--- src/csb_pkg.sv ---
/*
 * shared constants, types and helpers of the clocked serial bus channel.
 * assumes a 32-bit classic wishbone register bus and one 25 MHz clock.
 */
package csb_pkg;
    // register indices; byte address is four times the index
    localparam int          ADR_W     = 18;
    localparam logic [15:0] IDX_MODE  = 16'hff60;
    localparam logic [15:0] IDX_CTRL  = 16'hff61;
    localparam logic [15:0] IDX_SHIFT = 16'hff62;
    localparam logic [15:0] IDX_STAT  = 16'hff63;
    localparam logic [15:0] IDX_SADDR = 16'hff64;

    // reset values
    localparam logic [7:0] RST_MODE  = 8'h00;
    localparam logic [7:0] RST_CTRL  = 8'h00;
    localparam logic [7:0] RST_SADDR = 8'h00;
    localparam logic [7:0] RST_SHIFT = 8'h00;
    localparam logic       RST_PORT  = 1'b1;
    localparam logic       RST_SO    = 1'b1;

    // control register fields
    localparam int CTRL_REL_TRIG = 0;
    localparam int CTRL_CMD_TRIG = 1;
    localparam int CTRL_REL_SEEN = 2;
    localparam int CTRL_CMD_SEEN = 3;

    // status register fields
    localparam int STAT_DONE    = 0;
    localparam int STAT_BUSY    = 1;
    localparam int STAT_TYPE_LO = 2;
    localparam int STAT_SCK     = 4;
    localparam int STAT_PORT    = 7;

    // timing: index of the last bit of a unit, half period of internal clock in cycles
    localparam logic [2:0] LAST_BIT     = 3'h7;
    localparam int         SCK_HALF_DEF = 4;

    typedef struct packed {
        logic       enable;
        logic       rsv;
        logic       wake;
        logic [1:0] opmode;
        logic       lsb_first;
        logic [1:0] clk_sel;
    } csb_mode_type;

    typedef struct packed {
        logic lvl;
        logic rise;
        logic fall;
    } csb_edge_type;

    typedef enum logic [1:0] {
        BT_DATA = 2'h0,
        BT_ADDR = 2'h1,
        BT_CMD  = 2'h2
    } csb_byte_type;

    typedef enum logic [2:0] {
        ST_IDLE = 3'h1,
        ST_RUN  = 3'h2,
        ST_FIN  = 3'h4
    } csb_state_type;

    function automatic logic [7:0] csb_rev8(input logic [7:0] v);
        logic [7:0] r;
        r = 8'h00;
        for (int i = 0; i < 8; i++) begin
            r[i] = v[7-i];
        end
        return r;
    endfunction
endpackage

--- src/csb_channel.sv ---
/*
 * clocked serial bus channel: three-wire shift mode and two-wire
 * multi-drop bus slave mode, registers on classic wishbone.
 * assumes pins are asynchronous, external pull-ups on open-drain lines.
 */
// The Wishbone slave port was decided locally.
// What this block does
// - control register resets to zero, byte writable
// - release trigger sets output latch, self-clears
// - command trigger clears output latch, self-clears
// - triggers held clear while channel disabled
// - falling clock edge shifts bit onto output
// - rising clock edge captures input bit
// - stop after eight bits, set done flag
// - output pin push-pull in three-wire mode, mirrors output latch
// - internal clock idle level from port latch
// - mode bit 2 picks first bit order
// - order reversed on access, not shifting
// - data write starts only when enabled, ready
// - enabling after data write starts nothing
// - bus mode data line is open-drain
// - slave classifies bytes: address, command, data
// - wake-up: interrupt only on own address
// - slave detects data rise while clock high
// - slave detects data fall while clock high
// - command after release marks address byte
module csb_channel
    import csb_pkg::*;
#(
    parameter int SCK_HALF = SCK_HALF_DEF
)(
    // clock and reset
    input  wire logic             clk,
    input  wire logic             sys_rst,
    // wishbone slave
    input  wire logic [ADR_W-1:0] wb_adr_i,
    input  wire logic [31:0]      wb_dat_i,
    input  wire logic [3:0]       wb_sel_i,
    input  wire logic             wb_we_i,
    input  wire logic             wb_cyc_i,
    input  wire logic             wb_stb_i,
    output logic [31:0]           wb_dat_o,
    output logic                  wb_ack_o,
    // serial clock pin
    input  wire logic             serial_clock_pin_i,
    output logic                  serial_clock_pin_o,
    output logic                  serial_clock_pin_oe_n,
    // serial input pin
    input  wire logic             serial_input_pin_i,
    // serial output / bus data pin
    input  wire logic             bus_data_line_b_i,
    output logic                  bus_data_line_b_o,
    output logic                  bus_data_line_b_oe_n,
    // event
    output logic                  channel_interrupt
);
    csb_mode_type  mode_q;
    csb_state_type state_q;
    csb_byte_type  next_type_q;
    csb_byte_type  last_type_q;
    csb_edge_type  sck_ev;
    csb_edge_type  sd_ev;
    csb_edge_type  si_ev;
    logic [7:0]    ctrl_q;
    logic [7:0]    sr_q;
    logic [7:0]    saddr_q;
    logic [2:0]    bit_cnt_q;
    logic [$clog2(SCK_HALF+1)-1:0] div_q;
    logic          ack_q;
    logic          so_latch_q;
    logic          port_q;
    logic          sck_q;
    logic          done_q;
    logic          irq_q;
    logic          rel_pend_q;
    logic [15:0]   idx;
    logic          wr;
    logic          rd;
    logic [7:0]    wdat;
    logic          bus_mode;
    logic          int_clk;
    logic          tick;
    logic          fall_ev;
    logic          rise_ev;
    logic          in_bit;
    logic          can_start;
    logic          start;
    logic          rel_ev;
    logic          cmd_ev;
    logic          set_done;
    logic          wr_rel;
    logic          wr_cmd;

    // pin synchronisers
    csb_sync_edge u_sck (
        .clk     (clk),
        .sys_rst (sys_rst),
        .pin_i   (serial_clock_pin_i),
        .ev      (sck_ev)
    );
    csb_sync_edge u_sd (
        .clk     (clk),
        .sys_rst (sys_rst),
        .pin_i   (bus_data_line_b_i),
        .ev      (sd_ev)
    );
    csb_sync_edge u_si (
        .clk     (clk),
        .sys_rst (sys_rst),
        .pin_i   (serial_input_pin_i),
        .ev      (si_ev)
    );

    // bus access decode; effect lands on the edge that raises ack
    assign idx  = wb_adr_i[ADR_W-1:2];
    assign wr   = wb_cyc_i & wb_stb_i & wb_we_i & ~ack_q & wb_sel_i[0];
    assign rd   = wb_cyc_i & wb_stb_i & ~wb_we_i & ~ack_q;
    assign wdat = wb_dat_i[7:0];

    assign bus_mode = mode_q.opmode[1];
    assign int_clk  = mode_q.clk_sel[1];
    assign tick     = (div_q == '0);

    // shift edges from internal divider or synchronised pin
    assign fall_ev = int_clk ? (tick & sck_q) : sck_ev.fall;
    assign rise_ev = int_clk ? (tick & ~sck_q) : sck_ev.rise;
    assign in_bit  = bus_mode ? sd_ev.lvl : si_ev.lvl;

    assign can_start = mode_q.enable & (state_q == ST_IDLE) &
                       (int_clk | sck_ev.lvl);
    assign start     = wr & (idx == IDX_SHIFT) & can_start;

    // bus events need the clock high before and after the data edge
    assign rel_ev = mode_q.enable & bus_mode & sck_ev.lvl &
                    ~sck_ev.rise & sd_ev.rise;
    assign cmd_ev = mode_q.enable & bus_mode & sck_ev.lvl &
                    ~sck_ev.rise & sd_ev.fall;

    assign wr_rel = wr & (idx == IDX_CTRL) & wdat[CTRL_REL_TRIG] &
                    mode_q.enable;
    assign wr_cmd = wr & (idx == IDX_CTRL) & wdat[CTRL_CMD_TRIG] &
                    mode_q.enable;

    // wake-up filters the done flag to own address only
    assign set_done = (state_q == ST_FIN) &
                      (~(mode_q.wake & bus_mode) |
                       ((next_type_q == BT_ADDR) &
                        (sr_q == saddr_q)));

    always_ff @(posedge clk or posedge sys_rst) begin
        if (sys_rst) begin
            ack_q    <= 1'b0;
            wb_dat_o <= 32'h0000_0000;
        end else begin
            ack_q    <= wb_cyc_i & wb_stb_i & ~ack_q;
            wb_dat_o <= 32'h0000_0000;
            if (rd) begin
                if (idx == IDX_MODE) begin
                    wb_dat_o[7:0] <= mode_q;
                end else if (idx == IDX_CTRL) begin
                    wb_dat_o[7:0] <= ctrl_q;
                end else if (idx == IDX_SHIFT) begin
                    wb_dat_o[7:0] <= mode_q.lsb_first ?
                                     csb_rev8(sr_q) : sr_q;
                end else if (idx == IDX_STAT) begin
                    wb_dat_o[STAT_DONE] <= done_q;
                    wb_dat_o[STAT_BUSY] <= (state_q != ST_IDLE);
                    wb_dat_o[STAT_TYPE_LO+:2] <= last_type_q;
                    wb_dat_o[STAT_SCK]  <= sck_ev.lvl;
                    wb_dat_o[STAT_PORT] <= port_q;
                end else if (idx == IDX_SADDR) begin
                    wb_dat_o[7:0] <= saddr_q;
                end
            end
        end
    end
    assign wb_ack_o = ack_q;

    // software registers
    always_ff @(posedge clk or posedge sys_rst) begin
        if (sys_rst) begin
            mode_q  <= RST_MODE;
            saddr_q <= RST_SADDR;
            port_q  <= RST_PORT;
        end else if (wr) begin
            if (idx == IDX_MODE) begin
                mode_q <= wdat;
            end else if (idx == IDX_SADDR) begin
                saddr_q <= wdat;
            end else if (idx == IDX_STAT) begin
                port_q <= wdat[STAT_PORT];
            end
        end
    end

    // control register; triggers never stay set, seen bits set win
    always_ff @(posedge clk or posedge sys_rst) begin
        if (sys_rst) begin
            ctrl_q <= RST_CTRL;
        end else begin
            if (wr && idx == IDX_CTRL) begin
                ctrl_q[7:4] <= wdat[7:4];
                ctrl_q[CTRL_REL_SEEN] <= wdat[CTRL_REL_SEEN];
                ctrl_q[CTRL_CMD_SEEN] <= wdat[CTRL_CMD_SEEN];
            end
            ctrl_q[CTRL_REL_TRIG] <= 1'b0;
            ctrl_q[CTRL_CMD_TRIG] <= 1'b0;
            if (rel_ev) begin
                ctrl_q[CTRL_REL_SEEN] <= 1'b1;
            end
            if (cmd_ev) begin
                ctrl_q[CTRL_CMD_SEEN] <= 1'b1;
            end
        end
    end

    // output latch: shifting wins over triggers
    always_ff @(posedge clk or posedge sys_rst) begin
        if (sys_rst) begin
            so_latch_q <= RST_SO;
        end else if (state_q == ST_RUN && fall_ev) begin
            so_latch_q <= sr_q[7];
        end else if (wr_rel) begin
            so_latch_q <= 1'b1;
        end else if (wr_cmd) begin
            so_latch_q <= 1'b0;
        end
    end

    // transfer sequencing
    always_ff @(posedge clk or posedge sys_rst) begin
        if (sys_rst) begin
            state_q   <= ST_IDLE;
            bit_cnt_q <= 3'h0;
        end else begin
            case (state_q)
                ST_IDLE: begin
                    bit_cnt_q <= 3'h0;
                    if (start) begin
                        state_q <= ST_RUN;
                    end
                end
                ST_RUN: begin
                    if (!mode_q.enable) begin
                        state_q <= ST_IDLE;
                    end else if (rise_ev) begin
                        bit_cnt_q <= bit_cnt_q + 3'h1;
                        if (bit_cnt_q == LAST_BIT) begin
                            state_q <= ST_FIN;
                        end
                    end
                end
                ST_FIN: begin
                    state_q <= ST_IDLE;
                end
                default: begin
                    state_q <= ST_IDLE;
                end
            endcase
        end
    end

    // shift register; order swap only on access
    always_ff @(posedge clk or posedge sys_rst) begin
        if (sys_rst) begin
            sr_q <= RST_SHIFT;
        end else if (wr && idx == IDX_SHIFT && state_q == ST_IDLE) begin
            sr_q <= mode_q.lsb_first ? csb_rev8(wdat) : wdat;
        end else if (state_q == ST_RUN && rise_ev) begin
            sr_q <= {sr_q[6:0], in_bit};
        end
    end

    // internal clock divider and generated serial clock
    always_ff @(posedge clk or posedge sys_rst) begin
        if (sys_rst) begin
            div_q <= '0;
            sck_q <= RST_PORT;
        end else if (state_q == ST_RUN && int_clk) begin
            div_q <= tick ? ($bits(div_q))'(SCK_HALF - 1)
                          : div_q - ($bits(div_q))'(1);
            if (tick) begin
                sck_q <= ~sck_q;
            end
        end else begin
            div_q <= ($bits(div_q))'(SCK_HALF - 1);
            sck_q <= port_q;
        end
    end

    // pin drivers
    assign serial_clock_pin_o    = sck_q;
    assign serial_clock_pin_oe_n = ~int_clk;
    assign bus_data_line_b_o     = bus_mode ? 1'b0 : so_latch_q;
    assign bus_data_line_b_oe_n  = bus_mode ? so_latch_q : 1'b0;

    // byte classification from release and command events
    always_ff @(posedge clk or posedge sys_rst) begin
        if (sys_rst) begin
            rel_pend_q  <= 1'b0;
            next_type_q <= BT_DATA;
            last_type_q <= BT_DATA;
        end else begin
            if (rel_ev) begin
                rel_pend_q <= 1'b1;
            end else if (cmd_ev || state_q == ST_FIN) begin
                rel_pend_q <= 1'b0;
            end
            if (cmd_ev) begin
                next_type_q <= rel_pend_q ? BT_ADDR : BT_CMD;
            end else if (state_q == ST_FIN) begin
                next_type_q <= BT_DATA;
                last_type_q <= next_type_q;
            end
        end
    end

    // done flag: write one clears, hardware set wins
    always_ff @(posedge clk or posedge sys_rst) begin
        if (sys_rst) begin
            done_q <= 1'b0;
            irq_q  <= 1'b0;
        end else begin
            irq_q <= set_done;
            if (set_done) begin
                done_q <= 1'b1;
            end else if (wr && idx == IDX_STAT && wdat[STAT_DONE]) begin
                done_q <= 1'b0;
            end
        end
    end
    assign channel_interrupt = irq_q;
endmodule

--- src/csb_sync_edge.sv ---
/*
 * two-flop synchroniser with edge detection for one pin.
 * assumes the pin is asynchronous to clk.
 */
module csb_sync_edge
    import csb_pkg::*;
(
    // clock and reset
    input  wire logic    clk,
    input  wire logic    sys_rst,
    // pin and result
    input  wire logic    pin_i,
    output csb_edge_type ev
);
    logic s1_q;
    logic s2_q;
    logic s3_q;

    always_ff @(posedge clk or posedge sys_rst) begin
        if (sys_rst) begin
            s1_q <= 1'b1;
            s2_q <= 1'b1;
            s3_q <= 1'b1;
        end else begin
            s1_q <= pin_i;
            s2_q <= s1_q;
            s3_q <= s2_q;
        end
    end

    assign ev.lvl  = s2_q;
    assign ev.rise = s2_q & ~s3_q;
    assign ev.fall = ~s2_q & s3_q;
endmodule

--- config.mk ---
export PLATFORM = sky130hd
export DESIGN_NAME = csb_channel
export DESIGN_NICKNAME = d
export VERILOG_FILES = /design/src/csb_pkg.sv /design/src/csb_channel.sv /design/src/csb_sync_edge.sv
export SDC_FILE = /design/constraint.sdc
export NUM_CORES = 1
export LEC_CHECK = 0
export ABC_AREA = 1
export ABC_CLOCK_PERIOD_IN_PS = 2500
export BUFFER_PORTS_ARGS = -buffer_cell sky130_fd_sc_hd__buf_2
export CORE_MARGIN = 4
export CORE_UTILIZATION = 55
export CTS_BUF_LIST = sky130_fd_sc_hd__clkbuf_8
export CTS_CLUSTER_SIZE = 10
export DETAILED_ROUTE_END_ITERATION = 10
export PLACE_DENSITY = 0.9
export SLEW_MARGIN = 10
export SYNTH_ARGS = -nofsm -noshare
export SYNTH_HDL_FRONTEND = slang
export SYNTH_SLANG_ARGS = --single-unit
--- constraint.sdc ---
create_clock -name clk -period 2.5 [get_ports clk]
set_input_delay 0.25 -clock clk [delete_from_list [all_inputs] [get_ports clk]]
set_output_delay 0.25 -clock clk [all_outputs]
set_load 0.005 [all_outputs]
## Word level (Yosys, flattened, before mapping)

Index checks and enable logic that the tools add are counted.

- Output and inout port bits: 38
- Logic and storage cells: 163
- Flip-flop bits (word level): 66

- Reduce and logical (&&, ||, !) cells: 24
- Equality and inequality tests: 18
- Bitwise gates (word level): 45
- Mux-type cells: 42
- Add/sub/neg operators: 2

Operators with widths:

| kind | count |
|---|---|
| $eq 16x16->1 const B | 5 |
| $mux 8 | 9 |
| $and 1x1->1 | 30 |
| $mux 3 | 8 |
| $mux 1 | 17 |
| $reduce_bool 2->1 | 7 |
| $not 1->1 | 13 |
| $pmux 3 s2 | 2 |
| $mux 2 | 5 |
| $reduce_and 3->1 | 3 |
| $eq 8x8->1 | 1 |
| $logic_and 1x1->1 | 8 |
| $ne 2x2->1 const B | 4 |
| $eq 3x3->1 const B | 2 |
| $ne 3x3->1 const B | 2 |
| $mux 5 | 1 |
| $reduce_and 2->1 | 2 |
| $reduce_and 4->1 | 1 |
| $add 3x1->3 const B | 1 |
| $eq 3x1->1 const B | 1 |
| $eq 3x2->1 const B | 1 |
| $logic_not 3->1 | 1 |
| $ne 3x1->1 const B | 1 |
| $reduce_bool 3->1 | 1 |
| other kinds (4) | 5 |

## Logic depth before layout (Yosys ltp)

Gate-level depths: netlist of the first run.

- Depth in word-level cells: 10
- Gate-level depth with buffers: 11
- Depth with buffers taken out: 10

## Cells and area by module

A second synthesis of the first run with hierarchy kept.

- Cells, all modules: 490
- Area, all modules: 3,945.0 µm²

By module, submodules not included:

| module | area an instance (µm²) | cells each | instances | seq. area each (µm²) |
|---|---|---|---|---|
| csb_channel | 3,629.7 | 463 | 1 | 1,456.4 |
| csb_sync_edge | 105.1 | 9 | 3 | 78.8 |

## Worst setup path after synthesis of the first run

No wires, ideal clock.

- Kind: reg2reg
- From: register div_q[0]
- To: register bit_cnt_q[0]
- Required time: 2.424 ns
- Setup slack: 0.970 ns
- Period minus slack after synthesis: 1.530 ns
- Data arrival time: 1.454 ns
- Stages on the path, launching flop included: 10
- Setup time: 0.076 ns
- Buffers on the path: 1
- Cells stage by stage: dfrtp_1 > inv_1 > ha_1 > inv_1 > nor2_1 > a31oi_1 > nor2_1 > buf_2 > nand2_1 > o21ai_1

- Word-level cells in the longest chain between the ends: 5

Ends and longest elaborated chain:

| item | RTL line | RTL |
|---|---|---|
| from (decl) | csb_channel.sv:68 | `logic [$clog2(SCK_HALF+1)-1:0] div_q;` |
| from (signal assigned) | csb_channel.sv:280 | `div_q <= tick ? ($bits(div_q))'(SCK_HALF - 1)` |
| from (signal assigned) | csb_channel.sv:286 | `div_q <= ($bits(div_q))'(SCK_HALF - 1);` |
| $logic_not 3->1 | csb_channel.sv:122 | `assign tick = (div_q == '0);` |
| $and 1x1->1 | csb_channel.sv:126 | `assign rise_ev = int_clk ? (tick & ~sck_q) : sck_ev.rise;` |
| $mux 1 | csb_channel.sv:126 |  |
| $ne 2x2->1 (no line) | -- |  |
| $reduce_and 3->1 (no line) | -- |  |
| to (signal assigned) | csb_channel.sv:247 | `bit_cnt_q <= bit_cnt_q + 3'h1;` |
| to (decl) | csb_channel.sv:67 | `logic [2:0] bit_cnt_q;` |

Every way passes these cells.
A chain may end at the register's enable or synchronous reset.

## Worst setup path after layout of the first run

- From: register u_sck.s2_q
- To: register last_type_q[1]

- Word-level cells in the longest chain between the ends: 6
- Elaborated cells on any way between the ends: 7
- Those cells by class: bitwise (6); reduce/logical (1)

Ends and longest elaborated chain:

| item | RTL line | RTL |
|---|---|---|
| from (decl) | csb_sync_edge.sv:16 | `logic s2_q;` |
| from (signal assigned) | csb_sync_edge.sv:26 | `s2_q <= s1_q;` |
| $and 1x1->1 | csb_sync_edge.sv:32 | `assign ev.rise = s2_q & ~s3_q;` |
| $not 1->1 | csb_channel.sv:137 | `~sck_ev.rise & sd_ev.fall;` |
| $and 1x1->1 * | csb_channel.sv:136 | `assign cmd_ev = mode_q.enable & bus_mode & sck_ev.lvl &` |
| $and 1x1->1 * | csb_channel.sv:137 |  |
| $not 1->1 (no line) * | -- |  |
| $reduce_and 2->1 (no line) * | -- |  |
| to (signal assigned) | csb_channel.sv:313 | `last_type_q <= next_type_q;` |
| to (decl) | csb_channel.sv:60 | `csb_byte_type last_type_q;` |

Every way passes the cells marked *; elsewhere a longest branch is shown, timed or not.

==> results, run 1 <==
- In the final routed layout, each cell accounts on average for 14.2 microns.
- Derived from the worst setup path, the maximum achievable clock frequency is 0.549 GHz.
- The tool flagged a number of max-cap violations equal to 0.
- The xor and xnor fraction of the mapped netlist area is 1.18%.
- The width of the chip is 90.3 microns.
- The per-instance average area after synthesis is 7.74 sq um.
- After synthesis, the largest family of logic cells by area is simple AND/OR/NAND/NOR gates.
- The floorplan core area is 6460 sq um.
- In the layout the commonest cells are nand2_1, inv_1, dfrtp_1.
- The final weighted congestion in routability-driven placement is 0.950.
- Net switching is 23.2% of the power.
- For this run, the post-layout net count is 602.
- Clock tree synthesis selected as its root buffer the cell clkbuf_8.
- The largest voltage drop on the vdd net is 0.339 mV.
- The proportion of synthesized chip area in sequential cells is 44.7%.
- The most common library cell in the layout ignoring fill and taps is nand2_1.
- Entering global routing, the biggest net connects 38 pins.
- The logic gate share of total power is 6.2%.
- The type of element launching the critical path is a flop.
- The clock arrives with 0.0107 ns of skew.
- The number of vias per cell is 5.36.
- The distinct cell type count after synthesis is 40.
- The slew of the pin with the lowest slew margin is 0.630 ns.
- The sequential cell fraction of total power is 51.8%.
- The simple-gate area share of the yosys netlist is 26.6%.
- The routed design could run at a clock period as short as 1.82 ns.
- In this run the post-CTS setup repair buffer count came out at 0.
- The initial core utilization is 57.7%.
- The kind of path behind the tightest hold check is in2reg.
- The share of synthesized cell area in full adder, half adder and majority cells is 1.34%.
- The final number of max-transition violations was 0.
- The fraction of registers with async set or reset after synthesis is 100%.
- The number of rows created at floorplan is 29.
- The quantity of I/O buffers inserted on ports is 46.
- The synthesized netlist cell count is 481.
- The register clock-pin slew on the reported worst setup and hold paths is 0.07 ns.
- The leakage power is 2.25 nW.
- Hold is met by 0.139 ns.
- The run finished with clean final reports.
- The clock sink count is 66.
- After detailed routing, the total wire length is 8760 microns.
- The startpoint-to-endpoint class of the critical path is reg2reg.
- The power density relative to cell area is 510 nW/um^2.
- The internal power of the cells totals 1.64 mW.
- The portion of synthesized area spent on multiplexers is 0.302%.
- Dividing the final minimum period by the clock period gives 72.8%.
- The end of the worst hold path is wb_ack_o.
- The part of the total power dissipated in the clock network is 42.0%.
- Setup violations remaining at the end of the flow were counted as 0.
- For this block, the via count after detailed routing is 3,313.
- During I/O placement, the number of pins put on the boundary was 100.
- The estimated wirelength of the detail-placed design is 6360 microns.
- Setup repair after global routing left no endpoint under its margin.
- In the final layout, the share of cells above drive strength 1 is 20.3%.
- The residual antenna-violating net count after detailed routing is 0.
- The startpoint of the worst register-to-register path is u_sck.s2_q.
- The number of cells on the worst hold path is 3.
- The number of global-route vias before repair is 3,038.
- The maximum count of clock buffers along a single path is 2.
- In the routed design, unresolved DRC markers number 0.
- The violation count after the first detailed-route iteration is 396.
- The die is 90.3 microns tall.
- STA classifies the critical path endpoint as a flop.
- In this run the power spent charging and discharging nets is 0.495 mW.
- Counting tap cells, the placed design contains a total of 598 instances.
- The clock latency of the later-clocked register in the worst-skew pair is 0.35 ns.
- The synthesis-to-finish area growth is 12.4%.
- In this run the number of H-tree levels came out at 3.
- The synthesized netlist devotes 12.1% of its cell area to compound gates.
- The predominant post-synthesis flop cell is dfrtp_1.
- For the final routed database, the setup TNS stands at 0 ns.
- STA puts the critical path data arrival time at 2.05 ns.
- Global routing used 22.2% of the available tracks across all layers.
- The depth of the most critical reg-to-reg path is 5.
- The wire length of the first global-routing pass is 14,500 microns.
- The number of warnings reported in the yosys synthesis log is 0.
- The total clock buffers created by CTS is 9.
- The die area is 8150 sq um.
- Cells fill 64.8% of the core in the end.
- The first detailed-routing pass ran for 5 iterations.
- The synthesized design contains 66 register bits.
- 0 antenna diodes ended up in the layout.
- The number of antenna violations at the first check in global routing is 0.
- The relative slew slack is 57.9%.
- Of all nets on the critical path, the largest fanout is 4.
- The required time reported for the critical path endpoint is 2.73 ns.
- The total chip power is 2.14 mW.
- The number of flops mapped to enable cells by yosys is 0.
- The final-report hold violation count was 0.
- The startpoint identified for the worst hold timing path is wb_stb_i.
- In this run the register-to-register setup slack is 0.68 ns.
- The total global routing overflow is 0.
- The number of non-filler instances in the completed layout is 618.
- The endpoint of the most critical register-to-register path is last_type_q[1].
- The synthesized area is 3720 sq um.
- The clock tree from TritonCTS is yes.
-- worst max path at each step --
stage,startpoint,endpoint,slack [ns],cells after the start
finish,u_sck.s2_q,last_type_q[1],0.68,5
CTS,u_sck.s2_q,last_type_q[1],0.68,5
global route,u_sck.s2_q,last_type_q[1],0.56,5
detailed placement,wb_adr_i[4],sr_q[2],0.72,9
floorplan,sys_rst,bit_cnt_q[0],0.62,1
global placement,u_sck.s2_q,last_type_q[1],0.77,5
-- flip-flops by register name, summed over array words and instances (netlist names), 2 cells and up --
name,flops
last_type_q,2
mode_q,6
sr_q,8
next_type_q,2
div_q,3
saddr_q,8
wb_dat_o,8
state_q,3
ctrl_q,6
bit_cnt_q,3
-- critical path, stage by stage, from the launching register on --
cell and delay (ns):
dfstp_2 0.57, nand4_1 0.19, nor3_1 0.33, inv_1 0.14, nand2_1 0.13, mux2_2 0.34
-- per-stage QoR --
stage          cell area (sq um)  setup WS (ns)
2_1_floorplan               3810          0.615
3_3_place_gp                3950          0.770
3_5_place_dp                3950          0.715
4_1_cts                     4190          0.681
5_1_grt                     4190          0.565
6_report                    4190          0.680
-- final cells by class --
class                   instances  area (sq um)
clock buffers                  11           151
fillers                       531          2270
clock inverters                 5          46.3
multi-input cells             332          1640
inverters                      74           280
repair buffers                 53           305
well taps                      77          96.3
flip-flops and latches         66          1670
-- kinds of logic (layout without fill, tap and decap cells) --
kind of cell	Yosys count	after routing
AO/OA/AOI/OAI	83	83
multiplexers	1	1
buffers and inverters	106	143
flip-flops	66	66
AND/OR/NAND/NOR	215	215
adder cells (fa/ha/maj)	4	4
other	1	24
XOR/XNOR	5	5
-- synthesized netlist by cell type (7+ instances only) --
cell type,number,area (sq um)
nor2_2,9,56.3
o21ai_1,7,35.0
buf_4,25,188
nand3_1,30,150
nor3_1,7,35.0
nor2_1,22,82.6
o21ai_0,46,230
dfstp_2,12,315
nand2_1,129,484
inv_1,69,259
dfrtp_1,54,1350
a21oi_1,18,90.1
-- power by group through the flow --
stage	Sequential, mW	Combinational, mW	Clock, mW
6_report	1.11	0.133	0.897
2_1_floorplan	1.12	0.0981	0
5_1_grt	1.11	0.152	0.959
3_3_place_gp	1.12	0.124	0
3_5_place_dp	1.13	0.128	0
4_1_cts	1.11	0.133	0.912
-- routing by layer --
layer | GRT usage [%] | vias up | wire [microns]
li1 | - | 1580 | -
met1 | 29.9 | 1528 | 3640
met2 | 34.3 | 181 | 4080
met3 | 5.67 | 24 | 827
met4 | 9.06 | 0 | 217
met5 | 0 | - | 0
-- timing repair --
| action | in CTS | in global routing |
|---|---|---|
| setup endpoints to repair | 0 | 0 |
| endpoints found under the hold margin | 14 | 0 |
| hold buffers | 4 | 0 |
| gates resized for setup | 0 | 0 |
Power figures use the tool's default switching activity.
==> run 2: changes to the inputs <==
--- a/config.mk
+++ b/config.mk
@@ -6,7 +6,7 @@
 export NUM_CORES = 1
 export LEC_CHECK = 0
 export ABC_AREA = 1
-export ABC_CLOCK_PERIOD_IN_PS = 2500
+export ABC_CLOCK_PERIOD_IN_PS = 1900
 export BUFFER_PORTS_ARGS = -buffer_cell sky130_fd_sc_hd__buf_2
 export CORE_MARGIN = 4
 export CORE_UTILIZATION = 55
==> constraint.sdc (replaced) <==
create_clock -name clk -period 1.9 [get_ports clk]
set_input_delay 0.19 -clock clk [delete_from_list [all_inputs] [get_ports clk]]
set_output_delay 0.19 -clock clk [all_outputs]
set_load 0.005 [all_outputs]
==> run 2 against run 1 <==
  * Combinational power increased by 34%
  * Non-clock buffer count increased by 7
  * Via count decreased by 0.97%
  * Sequential share of layout area down 0.25 points
  * Register-to-register slack got worse by 0.55 ns
  * Count of clock-buffer cells in the layout shrank 1
  * Global-route usage is 0.36 points higher
  * Sequential power up 32%
  * Final cell count grew 1.1%
  * Fmax grew 2.7%
  * Highest routed layer unchanged
==> results, run 2 (same netlist as run 1, synthesis figures left out) <==
- The width of the chip is 90.3 microns (unchanged).
- The count of vias placed by the detailed router came to 3,281 (-0.97%).
- The largest driver fanout on the critical path came to 4 (unchanged).
- The total chip power was 2.66 mW (+25%).
- The die area is 8150 sq um (unchanged).
- The required time reported for the critical path endpoint is 2.12 ns (-0.61 ns).
- The routed wire length per instance is 14.0 microns (-1.3%).
- The number of fill cells in the layout is 537 (+1.1%).
- The quantity of I/O buffers inserted on ports is 46 (unchanged).
- The run finished with clean final reports.
- The number of antenna violations at the first check in global routing is 0 (unchanged).
- The largest voltage drop on the vdd net is 0.378 mV (+12%).
- The number of rows created at floorplan is 29 (unchanged).
- The final number of max-transition violations came to 0 (unchanged).
- The estimated wirelength of the detail-placed design is 6610 microns (+3.8%).
- The endpoint arrival time on the critical path is 1.99 ns (-0.06 ns).
- The largest incremental delay on the critical path is 0.56 ns (about the same).
- The number of diodes is 0 (unchanged).
- The I/O pin count was 100 (unchanged).
- The violation count after the first detailed-route iteration is 261 (-34%).
- The number of non-filler instances in the completed layout was 625 (+1.1%).
- The total clock buffers created by CTS was 9 (unchanged).
- The post-layout minimum cycle time is 1.77 ns (-0.0475 ns).
- The worst reg-to-reg setup slack is 0.13 ns (-0.55 ns).
- The total global routing overflow is 0 (unchanged).
- The final-stage net count is 609 (+1.2%).
- The final count of negative-setup-slack endpoints is 0 (unchanged).
- The share of cells above drive strength 1 is 21.7% (+1.4 points).
- The number of design rule violations left after detail routing is 0 (unchanged).
- The maximum count of clock buffers along a single path is 2 (unchanged).
- The area occupied by registers is 1670 sq um (unchanged).
- The final-report hold violation count was 0 (unchanged).
- The final worst clock skew is 0.00994 ns (-0.000717 ns).
- The residual antenna-violating net count after detailed routing came to 0 (unchanged).
- The final weighted congestion in routability-driven placement was 0.934 (-1.7%).
- The type of element launching the critical path is a flop.
- The final setup TNS is 0 ns (unchanged).
- On the critical path the largest part of the delay comes from simple AND/OR/NAND/NOR gates.
- The cell sitting at the root of the clock tree is a clkbuf_8.
- The power density relative to cell area is 632 nW/um^2 (+24%).
- The clock latency of the later-clocked register in the worst-skew pair was 0.34 ns (about the same).
- The kind of path behind the tightest hold check is in2reg.
- The floorplan core area was 6460 sq um (unchanged).
- The slowest stage of the critical path is the dfstp_2 cell.
- The number of maximum-capacitance constraint violations is 0 (unchanged).
- The die outline height was 90.3 microns (unchanged).
- The clock tree from TritonCTS is yes.
- The timing-limited maximum frequency is 0.564 GHz (+2.7%).
- The synthesis-to-finish area growth is 13.1%.
- Traced cell by cell, the critical path runs through nand4_1, nor3_1, inv_1, nand2_1, mux2_2.
- By startpoint and endpoint, the worst setup path is classified as reg2reg.
- The quantity of gates resized following cts is 0 (unchanged).
- Setup repair after global routing left no endpoint under its margin.
- The part of the cycle the worst path needs is 93.3% (+20 points).
- The wire length of the first global-routing pass was 14,800 microns (+2.2%).
- The hold-fix buffer count after cts is 4 (unchanged).
- The global-route total usage across every layer is 22.6% (+0.36 points).
- The number of global-route vias before repair is 3,179 (+4.6%).
- The number of buffer and inverter instances along the worst setup path is 1 (unchanged).
- The placed instance count is 605 (+1.2%).
- The number of levels in the clock H-tree came to 3 (unchanged).
- The relative slew slack was 59.6% (+1.6 points).
- The slew of the pin with the lowest slew margin is 0.602 ns (-0.0281 ns).
- The initial core utilization was 57.7% (unchanged).
- The most common library cell in the layout ignoring fill and taps is nand2_1.
- The post-CTS setup repair buffer count is 0 (unchanged).
- The number of iterations in the first detailed-routing pass is 5 (unchanged).
- The register clock-pin slew on the reported worst setup and hold paths is 0.07 ns (about the same).
- The leakage power is 2.27 nW (+0.49%).
- The number of vias per cell is 5.25 (-2.1%).
- The pin count of the biggest net entering global routing was 32 (-16%).
- The clock sink count is 66 (unchanged).
- STA classifies the critical path endpoint as a flop.
- The top cell types in the final layout, fill and taps aside, are nand2_1, inv_1, dfrtp_1.
- The overall routed net length was 8750 microns (-0.21%).
- In the final layout, the registers with the most flip-flops are saddr_q x8, sr_q x8, wb_dat_o x8.
- The area used by multi-input combinational logic is 1640 sq um (unchanged).
-- run 2: tightest hold or removal path: cells and delay by family --
| family | cells | cell delay [ns] |
|---|---|---|
| buf+inv | 1 | 0.09 |
| simple gates | 2 | 0.10 |
-- run 2: worst paths after layout --
check	start	endpoint	cells past startpoint
max	u_sck.s2_q	last_type_q[1]	5
min	wb_stb_i	wb_ack_o	3
max reg2reg	u_sck.s2_q	last_type_q[1]	5
min reg2reg	u_sd.s1_q	u_sd.s2_q	0
max in group asynchronous	sys_rst	u_sd.s3_q	4
min in group asynchronous	sys_rst	div_q[0]	3
-- run 2: cell type report --
| class | instances | area share [%] |
|---|---|---|
| Timing Repair Buffer | 60 | 8.50 |
| Multi-Input combinational cell | 332 | 38.9 |
| Clock inverter | 6 | 0.802 |
| Inverter | 74 | 6.65 |
| Tap cell | 77 | 2.29 |
| Sequential cell | 66 | 39.6 |
| Clock buffer | 10 | 3.27 |
-- run 2: power breakdown --
group	leakage, nW	switching [mW]	internal [mW]	total (mW)
sequential	0.802	0.0178	1.44	1.46
clock	0.0892	0.530	0.497	1.03
combinational	1.37	0.117	0.0608	0.178
-- run 2: stage by stage --
step	area (sq um)	worst slack, ns	utilization, %	hold slack [ns]
after floorplan	3810	0.0751	-	0.194
after global placement	4000	0.221	61.9	0.209
after detailed placement	4000	0.154	61.9	0.225
after CTS	4210	0.144	65.2	0.0818
after global routing	4210	0.0170	65.2	0.104
final	4210	0.127	65.2	0.0839
-- run 2: per-layer routing --
layer	GRT usage [%]	part of all wire, %
met1	28.6	40
met5	0	0
met4	7.40	1.8
met2	37.5	48
met3	6.08	10
